`src/core/wwdt_pkg.sv`:
```
/*
  Shared constants, types and helpers for the window watchdog and its
  bus-side controller.
  Assumes a single 20 MHz system clock; the 1 kHz watchdog rate is a tick
  derived from it.
*/
package wwdt_pkg;

  ////////////////////////////////////////////////////////////////////////
  // timing
  localparam int CLK_HZ = 20000000;
  localparam int CLK_NS = 50;
  localparam int TICK_HZ = 1000;
  localparam int TICK_CYCLES = CLK_HZ / TICK_HZ;
  // one cycle of the 2 MHz oscillator, the shortest legal reset pulse
  localparam int RST_PULSE_NS = 500;
  localparam int RST_CYCLES = (RST_PULSE_NS + CLK_NS - 1) / CLK_NS;
  localparam int PROTECT_CYCLES = 16;

  ////////////////////////////////////////////////////////////////////////
  // device register indices and field layout
  localparam logic IDX_CTRL = 1'h0;
  localparam logic IDX_WINDOW = 1'h1;
  localparam int UNLOCK_BIT = 0;
  localparam int MODE_BIT = 1;
  localparam int SEL_LSB = 2;
  localparam int SEL_W = 4;
  localparam logic [3:0] SEL_MAX = 4'ha;
  localparam logic [13:0] BASE_PERIOD = 14'h0008;
  localparam logic [3:0] SEL_RESET = 4'h0;
  localparam logic UNLOCK_RESET = 1'h0;

  ////////////////////////////////////////////////////////////////////////
  // controller register map (byte addresses)
  localparam int AXI_AW = 8;
  localparam logic [7:0] OFS_CMD = 8'h00;
  localparam logic [7:0] OFS_DEVWR = 8'h04;
  localparam logic [7:0] OFS_CTRLRD = 8'h08;
  localparam logic [7:0] OFS_WINRD = 8'h0c;
  localparam logic [7:0] OFS_STAT = 8'h10;
  localparam int CMD_KICK_BIT = 0;
  localparam int CMD_PROTECT_BIT = 1;
  localparam int DEVWR_SEL_BIT = 8;
  localparam logic [1:0] RESP_OKAY = 2'h0;
  localparam logic [1:0] RESP_SLVERR = 2'h2;

  ////////////////////////////////////////////////////////////////////////
  // watchdog sequencer states
  typedef enum logic [3:0] {
    ST_IDLE = 4'h1,
    ST_CLOSED = 4'h2,
    ST_OPEN = 4'h4,
    ST_RESET = 4'h8
  } wwdt_state_t;

  // ticks for a select code; reserved codes fall back to the longest period
  function automatic logic [13:0] wwdt_period(input logic [3:0] sel);
    logic [3:0] s;
    s = (sel > SEL_MAX) ? SEL_MAX : sel;
    return BASE_PERIOD << s;
  endfunction

endpackage

```
`src/core/wwdt_if.sv`:
```
/*
  Link between the watchdog device and its controller.
  Assumes both ends share the system clock; every signal is driven by a flop.
*/
`timescale 1ns/10ps
interface wwdt_if;
  logic reg_wr;
  logic reg_sel;
  logic [7:0] reg_wdata;
  logic kick;
  logic protect_open;
  logic [7:0] rd_ctrl;
  logic [7:0] rd_window;
  logic [7:0] rd_status;
  logic wdt_reset;

  modport dev (
    input reg_wr, reg_sel, reg_wdata, kick, protect_open,
    output rd_ctrl, rd_window, rd_status, wdt_reset
  );
  modport host (
    output reg_wr, reg_sel, reg_wdata, kick, protect_open,
    input rd_ctrl, rd_window, rd_status, wdt_reset
  );
endinterface

```
`src/core/wwdt_device.sv`:
```
/*
  Window watchdog device: control and window registers, fuse load,
  write synchronisation into the tick domain and the timeout sequencer.
  Assumes the controller drives the link from flops on the same clock and
  that the fuse inputs are static while the clock runs.
*/
// Chosen here: the AXI4-Lite slave port.
`timescale 1ns/10ps
module wwdt_device #(
  parameter int TICK_DIV = wwdt_pkg::TICK_CYCLES
) (
  input wire logic aclk,
  input wire logic aresetn,
  wwdt_if.dev link,
  input wire logic lock_fuse,
  input wire logic [wwdt_pkg::SEL_W-1:0] timeout_default_fuse,
  input wire logic [wwdt_pkg::SEL_W-1:0] closed_window_default_fuse,
  input wire logic enable_default_fuse,
  input wire logic window_default_fuse,
  output logic system_reset_req
);
  import wwdt_pkg::*;

  //////////////////////////////////////////////////////////////////////////
  // 1 kHz tick from the system clock

  logic [14:0] div_cnt;
  logic tick;
  wire div_wrap = (div_cnt == 15'(TICK_DIV - 1));

  // the tick times the closed and open windows; the reset state counts system clock cycles
  always_ff @(posedge aclk) begin
    if (!aresetn) begin
      div_cnt <= 15'h0000;
      tick <= 1'b0;
    end else begin
      div_cnt <= div_wrap ? 15'h0000 : div_cnt + 15'h0001;
      tick <= div_wrap;
    end
  end

  //////////////////////////////////////////////////////////////////////////
  // software-visible register copies

  logic loaded;
  logic [3:0] sh_sel;
  logic sh_en;
  logic sh_ctrl_unlock;
  logic [3:0] sh_csel;
  logic sh_win;
  logic sh_win_unlock;

  // write acceptance: protection window open and change bit in the same write
  wire wr_base = link.reg_wr && link.protect_open;
  wire wr_ctrl_ok = wr_base && (link.reg_sel == IDX_CTRL)
                    && link.reg_wdata[UNLOCK_BIT] && !lock_fuse;
  wire wr_win_ok = wr_base && (link.reg_sel == IDX_WINDOW)
                   && link.reg_wdata[UNLOCK_BIT];
  wire wr_any = wr_ctrl_ok || wr_win_ok;
  wire [3:0] wr_sel = link.reg_wdata[SEL_LSB +: SEL_W];
  wire wr_mode = link.reg_wdata[MODE_BIT];

  // reset can only load constants, so the fuses are taken one edge later
  always_ff @(posedge aclk) begin
    if (!aresetn) begin
      loaded <= 1'b0;
      sh_sel <= SEL_RESET;
      sh_en <= 1'b0;
      sh_ctrl_unlock <= UNLOCK_RESET;
      sh_csel <= SEL_RESET;
      sh_win <= 1'b0;
      sh_win_unlock <= UNLOCK_RESET;
    end else if (!loaded) begin
      loaded <= 1'b1;
      sh_sel <= timeout_default_fuse;
      sh_en <= enable_default_fuse;
      sh_csel <= closed_window_default_fuse;
      sh_win <= window_default_fuse;
    end else begin
      if (wr_ctrl_ok) begin
        sh_sel <= wr_sel;
        sh_en <= wr_mode;
        sh_ctrl_unlock <= 1'b1;
      end
      if (wr_win_ok) begin
        sh_win <= wr_mode;
        sh_win_unlock <= 1'b1;
        // the lock fuse leaves the mode bit writable but not the period
        if (!lock_fuse) begin
          sh_csel <= wr_sel;
        end
      end
    end
  end

  //////////////////////////////////////////////////////////////////////////
  // settings seen by the sequencer, updated on a tick

  logic [3:0] act_sel;
  logic act_en;
  logic [3:0] act_csel;
  logic act_win;
  logic busy;
  wire sync_ok = busy && tick && (act_en || sh_en);

  // a new write in the tick cycle keeps busy set, so no value is skipped
  always_ff @(posedge aclk) begin
    if (!aresetn) begin
      act_sel <= SEL_RESET;
      act_en <= 1'b0;
      act_csel <= SEL_RESET;
      act_win <= 1'b0;
      busy <= 1'b0;
    end else if (!loaded) begin
      act_sel <= timeout_default_fuse;
      act_en <= enable_default_fuse;
      act_csel <= closed_window_default_fuse;
      act_win <= window_default_fuse;
    end else if (wr_any) begin
      busy <= 1'b1;
    end else if (sync_ok) begin
      busy <= 1'b0;
      act_sel <= sh_sel;
      act_en <= sh_en;
      act_csel <= sh_csel;
      act_win <= sh_win;
    end
  end

  //////////////////////////////////////////////////////////////////////////
  // restart request stage

  logic kick_q;

  // one register stage; the controller's pulse is one cycle, so seen once
  always_ff @(posedge aclk) begin
    if (!aresetn) begin
      kick_q <= 1'b0;
    end else begin
      kick_q <= link.kick;
    end
  end

  //////////////////////////////////////////////////////////////////////////
  // timeout sequencer

  wwdt_state_t state;
  wwdt_state_t next_state;
  logic [13:0] count;
  logic [13:0] next_count;
  logic [4:0] rst_cnt;
  logic [4:0] next_rst_cnt;
  wire [13:0] count_inc = count + 14'h0001;
  wire [13:0] closed_len = wwdt_period(act_csel);
  wire [13:0] open_len = wwdt_period(act_sel);
  wire rst_done = (rst_cnt == 5'(RST_CYCLES - 1));

  // no sleep input exists: counting never pauses while enabled
  always_comb begin
    next_state = state;
    next_count = count;
    next_rst_cnt = rst_cnt;
    case (state)
      ST_IDLE: begin
        next_count = 14'h0000;
        if (act_en) begin
          next_state = act_win ? ST_CLOSED : ST_OPEN;
        end
      end
      ST_CLOSED: begin
        if (!act_en) begin
          next_state = ST_IDLE;
        end else if (kick_q) begin
          next_state = ST_RESET;
          next_rst_cnt = 5'h00;
        end else if (tick) begin
          if (count_inc >= closed_len) begin
            next_state = ST_OPEN;
            next_count = 14'h0000;
          end else begin
            next_count = count_inc;
          end
        end
      end
      ST_OPEN: begin
        if (!act_en) begin
          next_state = ST_IDLE;
        end else if (kick_q) begin
          // a restart beats an expiry landing in the same cycle
          next_state = act_win ? ST_CLOSED : ST_OPEN;
          next_count = 14'h0000;
        end else if (tick) begin
          if (count_inc >= open_len) begin
            next_state = ST_RESET;
            next_rst_cnt = 5'h00;
          end else begin
            next_count = count_inc;
          end
        end
      end
      ST_RESET: begin
        next_rst_cnt = rst_cnt + 5'h01;
        if (rst_done) begin
          next_state = ST_IDLE;
        end
      end
      default: begin
        next_state = ST_IDLE;
        next_count = 14'h0000;
        next_rst_cnt = 5'h00;
      end
    endcase
  end

  always_ff @(posedge aclk) begin
    if (!aresetn) begin
      state <= ST_IDLE;
      count <= 14'h0000;
      rst_cnt <= 5'h00;
    end else begin
      state <= next_state;
      count <= next_count;
      rst_cnt <= next_rst_cnt;
    end
  end

  //////////////////////////////////////////////////////////////////////////
  // outputs, all registered

  // reset pulse aligned with the reset state, RST_CYCLES long
  always_ff @(posedge aclk) begin
    if (!aresetn) begin
      system_reset_req <= 1'b0;
      link.wdt_reset <= 1'b0;
      link.rd_ctrl <= 8'h00;
      link.rd_window <= 8'h00;
      link.rd_status <= 8'h00;
    end else begin
      system_reset_req <= (next_state == ST_RESET);
      link.wdt_reset <= (next_state == ST_RESET);
      link.rd_ctrl <= {2'h0, sh_sel, sh_en, sh_ctrl_unlock};
      link.rd_window <= {2'h0, sh_csel, sh_win, sh_win_unlock};
      link.rd_status <= {7'h00, busy};
    end
  end

endmodule

```
`src/flat_wrapper.sv`:
```
// flat-port wrapper written by rule: the top's interface ports become plain ports
module wwdt_device_flat import wwdt_pkg::*;
#(
  parameter int TICK_DIV = wwdt_pkg::TICK_CYCLES
)
  (aclk, aresetn, lock_fuse, timeout_default_fuse, closed_window_default_fuse, enable_default_fuse, window_default_fuse, system_reset_req, link_reg_wr, link_reg_sel, link_reg_wdata, link_kick, link_protect_open, link_rd_ctrl, link_rd_window, link_rd_status, link_wdt_reset);
  wwdt_if link_i ();
  input wire logic aclk;
  input wire logic aresetn;
  input wire logic lock_fuse;
  input wire logic [wwdt_pkg::SEL_W-1:0] timeout_default_fuse;
  input wire logic [wwdt_pkg::SEL_W-1:0] closed_window_default_fuse;
  input wire logic enable_default_fuse;
  input wire logic window_default_fuse;
  output logic system_reset_req;
  input wire logic [$bits(link_i.reg_wr)-1:0] link_reg_wr;
  input wire logic [$bits(link_i.reg_sel)-1:0] link_reg_sel;
  input wire logic [$bits(link_i.reg_wdata)-1:0] link_reg_wdata;
  input wire logic [$bits(link_i.kick)-1:0] link_kick;
  input wire logic [$bits(link_i.protect_open)-1:0] link_protect_open;
  output wire logic [$bits(link_i.rd_ctrl)-1:0] link_rd_ctrl;
  output wire logic [$bits(link_i.rd_window)-1:0] link_rd_window;
  output wire logic [$bits(link_i.rd_status)-1:0] link_rd_status;
  output wire logic [$bits(link_i.wdt_reset)-1:0] link_wdt_reset;
  assign link_i.reg_wr = link_reg_wr;
  assign link_i.reg_sel = link_reg_sel;
  assign link_i.reg_wdata = link_reg_wdata;
  assign link_i.kick = link_kick;
  assign link_i.protect_open = link_protect_open;
  assign link_rd_ctrl = link_i.rd_ctrl;
  assign link_rd_window = link_i.rd_window;
  assign link_rd_status = link_i.rd_status;
  assign link_wdt_reset = link_i.wdt_reset;
  wwdt_device #(.TICK_DIV(TICK_DIV)) u_core (.aclk(aclk), .aresetn(aresetn), .link(link_i), .lock_fuse(lock_fuse), .timeout_default_fuse(timeout_default_fuse), .closed_window_default_fuse(closed_window_default_fuse), .enable_default_fuse(enable_default_fuse), .window_default_fuse(window_default_fuse), .system_reset_req(system_reset_req));
endmodule
```
`config.mk`:
```
export PLATFORM = sky130hd
export DESIGN_NAME = wwdt_device_flat
export DESIGN_NICKNAME = d
export VERILOG_FILES = /design/src/core/wwdt_pkg.sv /design/src/core/wwdt_if.sv /design/src/core/wwdt_device.sv /design/src/flat_wrapper.sv
export SDC_FILE = /design/constraint.sdc
export NUM_CORES = 1
export LEC_CHECK = 0
export BUFFER_PORTS_ARGS = -buffer_cell sky130_fd_sc_hd__buf_2
export CORE_ASPECT_RATIO = 0.9
export CORE_MARGIN = 2
export CORE_UTILIZATION = 45
export DETAILED_ROUTE_END_ITERATION = 12
export HOLD_SLACK_MARGIN = 0.1
export MAX_ROUTING_LAYER = met4
export SLEW_MARGIN = 20
export SYNTH_ARGS = -nofsm -noshare
export SYNTH_HDL_FRONTEND = slang
export SYNTH_SLANG_ARGS = --single-unit
```
`constraint.sdc`:
```
create_clock -name aclk -period 3.9 [get_ports aclk]
set_clock_uncertainty 0.05 [all_clocks]
set_input_delay 0.78 -clock aclk [delete_from_list [all_inputs] [get_ports aclk]]
set_output_delay 0.78 -clock aclk [all_outputs]
set_load 0.01 [all_outputs]
```
After elaboration in Yosys (flattened, before gate mapping) --
Cells that the tools add are included.
Storage, ports and cells: bits in registers 89, input bits 25, output and inout port bits 26, word-level logic and storage cells 134
Operators by class: add/sub/neg operators 3, magnitude comparators 4, eq/ne operators 22, shift-type cells 2, multiplexer cells 54, bitwise logic cells 4, reduce and logical (&&, ||, !) cells 20
Operators by type and width (count):
- $mux W14 | 8
- $mux W4 | 23
- $pmux W14 S3 | 1
- $mux W5 | 6
- $ge A14 B14 Y1 | 2
- $shl A4 B4 Y14 const A | 2
- $pmux W5 S4 | 1
- $pmux W4 S4 | 1
- $add A15 B1 Y15 const B | 1
- $eq A15 B15 Y1 const B | 1
- $add A14 B1 Y14 const B | 1
- $ne A2 B2 Y1 const B | 7
- $reduce_and A7 Y1 | 2
- $mux W1 | 13
- $ne A2 B1 Y1 const B | 6
- $reduce_and A2 Y1 | 5
- $eq A4 B4 Y1 const B | 2
- $gt A4 B4 Y1 const B | 2
- $logic_and A1 B1 Y1 | 8
- $add A5 B1 Y5 const B | 1
- $eq A5 B4 Y1 const B | 1
- $eq A4 B1 Y1 const B | 1
- $eq A4 B2 Y1 const B | 1
- $eq A4 B3 Y1 const B | 1
- other kinds (8) | 12

Logic depth before layout (Yosys ltp) --
word-level depth 10, gate-level depth with buffers 14, mapped depth without buffers 13

Least setup slack after synthesis --
Ideal clock, no wire load.
kind register to register, start register u_core.count[0], end register u_core.count[5], library setup time 0.127 ns, arrival time 2.595 ns, data required time 3.723 ns, path slack 1.128 ns, cell stages (with the launch flop) 15, path buffers 1, clock period less this slack 2.772 ns, path through dfxtp_1 > ha_1 > nand3_1 > nor2_1 > nand3_1 > nor2_1 > xnor2_1 > ha_1 > a21oi_1 > a21boi_0 > o21ai_1 > a31oi_4 > buf_6 > a21oi_1 > o22ai_2
On the way: cells in the longest elaborated chain, start to end 7, elaborated cells between the ends (all ways) 14, classes of those cells 1 x add/sub; 2 x order compare; 1 x eq/ne; 9 x mux; 1 x reduce/logical
RTL lines:
- start: declaration | line wwdt_device.sv:149 | logic [13:0] count;
- start signal: assignment | line wwdt_device.sv:222 | count <= next_count;
- $add A14 B1 Y14 (*) | line wwdt_device.sv:153 | wire [13:0] count_inc = count + 14'h0001;
- $ge A14 B14 Y1 | line wwdt_device.sv:177 | if (count_inc >= closed_len) begin
- $mux W14 | line wwdt_device.sv:177
- $mux W14 | line wwdt_device.sv:176 | end else if (tick) begin
- $mux W14 | line wwdt_device.sv:173 | end else if (kick_q) begin
- $mux W14 | line wwdt_device.sv:171 | if (!act_en) begin
- $pmux W14 S3 | line wwdt_device.sv:163 | case (state)
Every way passes the cells marked *; elsewhere a longest branch is shown, timed or not. The select of a mux whose other input is x is not followed. A chain may end at the register's enable or synchronous reset.

Final worst setup path --
start register u_core.count[0], end register u_core.state[3]
On the way: cells in the longest elaborated chain, start to end 7, elaborated cells between the ends (all ways) 12, classes of those cells 1 x add/sub; 2 x order compare; 9 x mux
RTL lines:
- $add A14 B1 Y14 (*) | line wwdt_device.sv:153
- $ge A14 B14 Y1 (on tied branches) | line wwdt_device.sv:193, wwdt_device.sv:177
- $mux W4 (on tied branches) | line wwdt_device.sv:193, wwdt_device.sv:177
- $mux W4 (on tied branches) | line wwdt_device.sv:192, wwdt_device.sv:176
- $mux W4 (on tied branches) | line wwdt_device.sv:188, wwdt_device.sv:173
- $mux W4 (on tied branches) | line wwdt_device.sv:186, wwdt_device.sv:171
- $pmux W4 S4 (*) | line wwdt_device.sv:163
- end signal: assignment | line wwdt_device.sv:221 | state <= next_state;
- end: declaration | line wwdt_device.sv:147 | wwdt_state_t state;
Every way passes the cells marked *; elsewhere a longest branch is shown, timed or not.

==> results.json <==
{
  "die_area_um2": 10200,
  "start_kind": "flip-flop",
  "synth_area_um2": 4210,
  "relSlewSlack": 0.526,
  "syn_area_per_cell_um2": 8.62,
  "routed.top_layer": "met4",
  "p_int_mw": 1.11,
  "max_freq_mhz": 298,
  "grt_pass1_vias": 3140,
  "insertedDiodeCount": 0,
  "placementRows": 33,
  "clock-root-buffer": "clkbuf_8",
  "cp.arrival_ps": 3530,
  "critPathBufInv": 1,
  "dp_hpwl_mm": 6.51,
  "routed_wl_mm": 8.97,
  "drv_cap": 0,
  "synthCells": 489,
  "routedLengthMet1_mm": 4.47,
  "yosysMostFrequentCell": "dfxtp_1",
  "fin_tns_setup_ps": 0,
  "wl_met2_mm": 4.18,
  "synthArstFlopShare": 0,
  "rsz0062_at_grt": "no",
  "cts_tree": "built",
  "yosysTopAreaCellShare": 0.371,
  "stdcell_count": 648,
  "power.share.clock": 0.341,
  "syn2layout_area_growth_pct": 9.21,
  "critical_path_class": "reg -> reg",
  "drc": 0,
  "nFillCells": 899,
  "gp_congestion": 0.858,
  "clockBufferDepth": 2,
  "max_stage_delay_ps": 460,
  "grt_pass1_wl_mm": 14.7,
  "cts_resized": 0,
  "min_period_over_period": 0.859,
  "coreArea_um2": 9130,
  "num_vias": 3460,
  "placed_area_um2": 4440,
  "fin_crit_ps": 3350,
  "nets": 574,
  "synth_common_cells": "dfxtp_1, nor2_1, nand2_1",
  "final_util": 0.504,
  "p_leak_nw": 1.81,
  "htree_num_levels": 3,
  "synth.ff_latch_count": 78,
  "clk_latency_ps": 350,
  "power_mw": 1.52,
  "numPortBuffers": 37,
  "ir_drop_v": 0.000199,
  "synth_ff_type": "dfxtp_1",
  "layout-drive-gt1-share": 0.129,
  "dp_cells": 633,
  "p_per_area_nw_per_um2": 329,
  "pwr-share-comb": 0.097,
  "synth_edf_count": 0,
  "wl_per_cell_um": 13.8,
  "grt_max_degree": 34,
  "ys_seq_area_frac": 0.371,
  "cts_hold_buffers": 0,
  "cp_top_family": "compound AO/OA/AOI/OAI gates",
  "netSwitchingPower_mw": 0.406,
  "place_ws_ps": 541,
  "crit_chain": "nand3_1 > nor2_1 > nand4_1 > nor3_1 > xnor2_1 > inv_1 > ha_1 > nand2_1 > o21ai_0 > o21ai_0 > a221oi_1 > o21ai_0",
  "clk_pin_slew_ps": 80,
  "worst_path_most_repeated_cell": "o21ai_0",
  "synth_area_leaders": "dfxtp_1, ha_1, mux2i_1, nor2_1, a21oi_1",
  "power.share.switching": 0.268,
  "cp-end-kind": "flip-flop",
  "dr.pass1.iters": 4,
  "antenna_left": 0,
  "final_area_um2": 4600,
  "gr-usage-all-layers": 0.188,
  "hold_slack_ps": 406,
  "die_w_um": 106,
  "slew_violations": 0,
  "yosysUniqueCellTypes": 58,
  "wl_met3_um": 239,
  "die-height_um": 95.8,
  "status": "finished clean",
  "synth_top_area_cell": "dfxtp_1",
  "cts_setup_buffers": 0,
  "antenna_found_initial": 0,
  "crit_fanout": 6,
  "initial_core_util": 0.462,
  "numCtsBuffers": 9,
  "hold_viol": 0,
  "grt_overflow": 0,
  "hold_class": "reg -> reg",
  "worst_ep_required_time_ps": 4080,
  "ys.warnings.count": 0,
  "ioPinCount": 51,
  "cts.sinks": 78,
  "drtIter0Drc": 107,
  "seqPwrFrac": 0.562,
  "vias_per_cell": 5.34,
  "worst_slack_ps": 548,
  "setup_viol": 0,
  "worst_pin_slew_ps": 710,
  "cp_slowest_cell": "o21ai_0"
}
==> power groups by stage <==
stage | registers [mW] | logic [mW] | clock network [mW]
2_1_floorplan | 0.859 | 0.121 | 0
3_3_place_gp | 0.870 | 0.143 | 0
3_5_place_dp | 0.871 | 0.146 | 0
4_1_cts | 0.852 | 0.147 | 0.538
5_1_grt | 0.858 | 0.165 | 0.563
6_report | 0.852 | 0.146 | 0.517
==> path summary, 6_finish.rpt <==
path                     start           endpoint  slack, ps  cells past startpoint
max            u_core.count[0]    u_core.state[3]        550                     12
min          u_core.div_cnt[0]  u_core.div_cnt[0]        410                      1
min reg2reg  u_core.div_cnt[0]  u_core.div_cnt[0]        410                      1
max reg2reg    u_core.count[0]    u_core.state[3]        550                     12
==> layout by cell type, fill, tap and decap left out, drive strengths merged, types with 10 or more instances in the layout <==
master	Yosys	final
nor2	51	51
clkbuf	11	11
mux2i	20	20
nand2	44	44
ha	27	27
a21oi	33	33
and2	15	15
buf	17	40
conb	1	11
inv	12	12
o21ai	27	27
nand3	25	25
xnor2	11	11
xor2	10	10
dfxtp	78	78
==> metal layers <==
layer,global-route usage,vias up
met5,-,-
met4,0.0461,0
met3,0.0393,9
met2,0.310,35
met1,0.238,1630
li1,-,1786
==> layout make-up <==
class	count	area [um^2]	share of cell area
Tap cell	122	153	0.0332
Sequential cell	78	1560	0.339
Timing Repair Buffer	40	208	0.0451
Clock inverter	4	25.0	0.00544
Multi-Input combinational cell	380	2470	0.538
Inverter	13	48.8	0.0106
Clock buffer	11	131	0.0286
==> state kept, by name, summed over array words and instances (netlist names), 4 cells and up <==
register	cells
u_core.act_csel	4
u_core.act_sel	4
u_core.sh_sel	4
u_core.rst_cnt	5
u_core.state	4
u_core.div_cnt	15
u_core.link.rd_window	6
u_core.link.rd_ctrl	6
u_core.count	14
u_core.sh_csel	4
==> cells by family after synthesis <==
family,share of synthesized area
flops,0.371
xor+xnor,0.0437
fa+ha+maj,0.0802
compound gates,0.179
other cells,0.000890
mux,0.0475
buf+inv,0.0523
simple gates,0.226
Note: power is estimated with default switching activity, not from simulation.
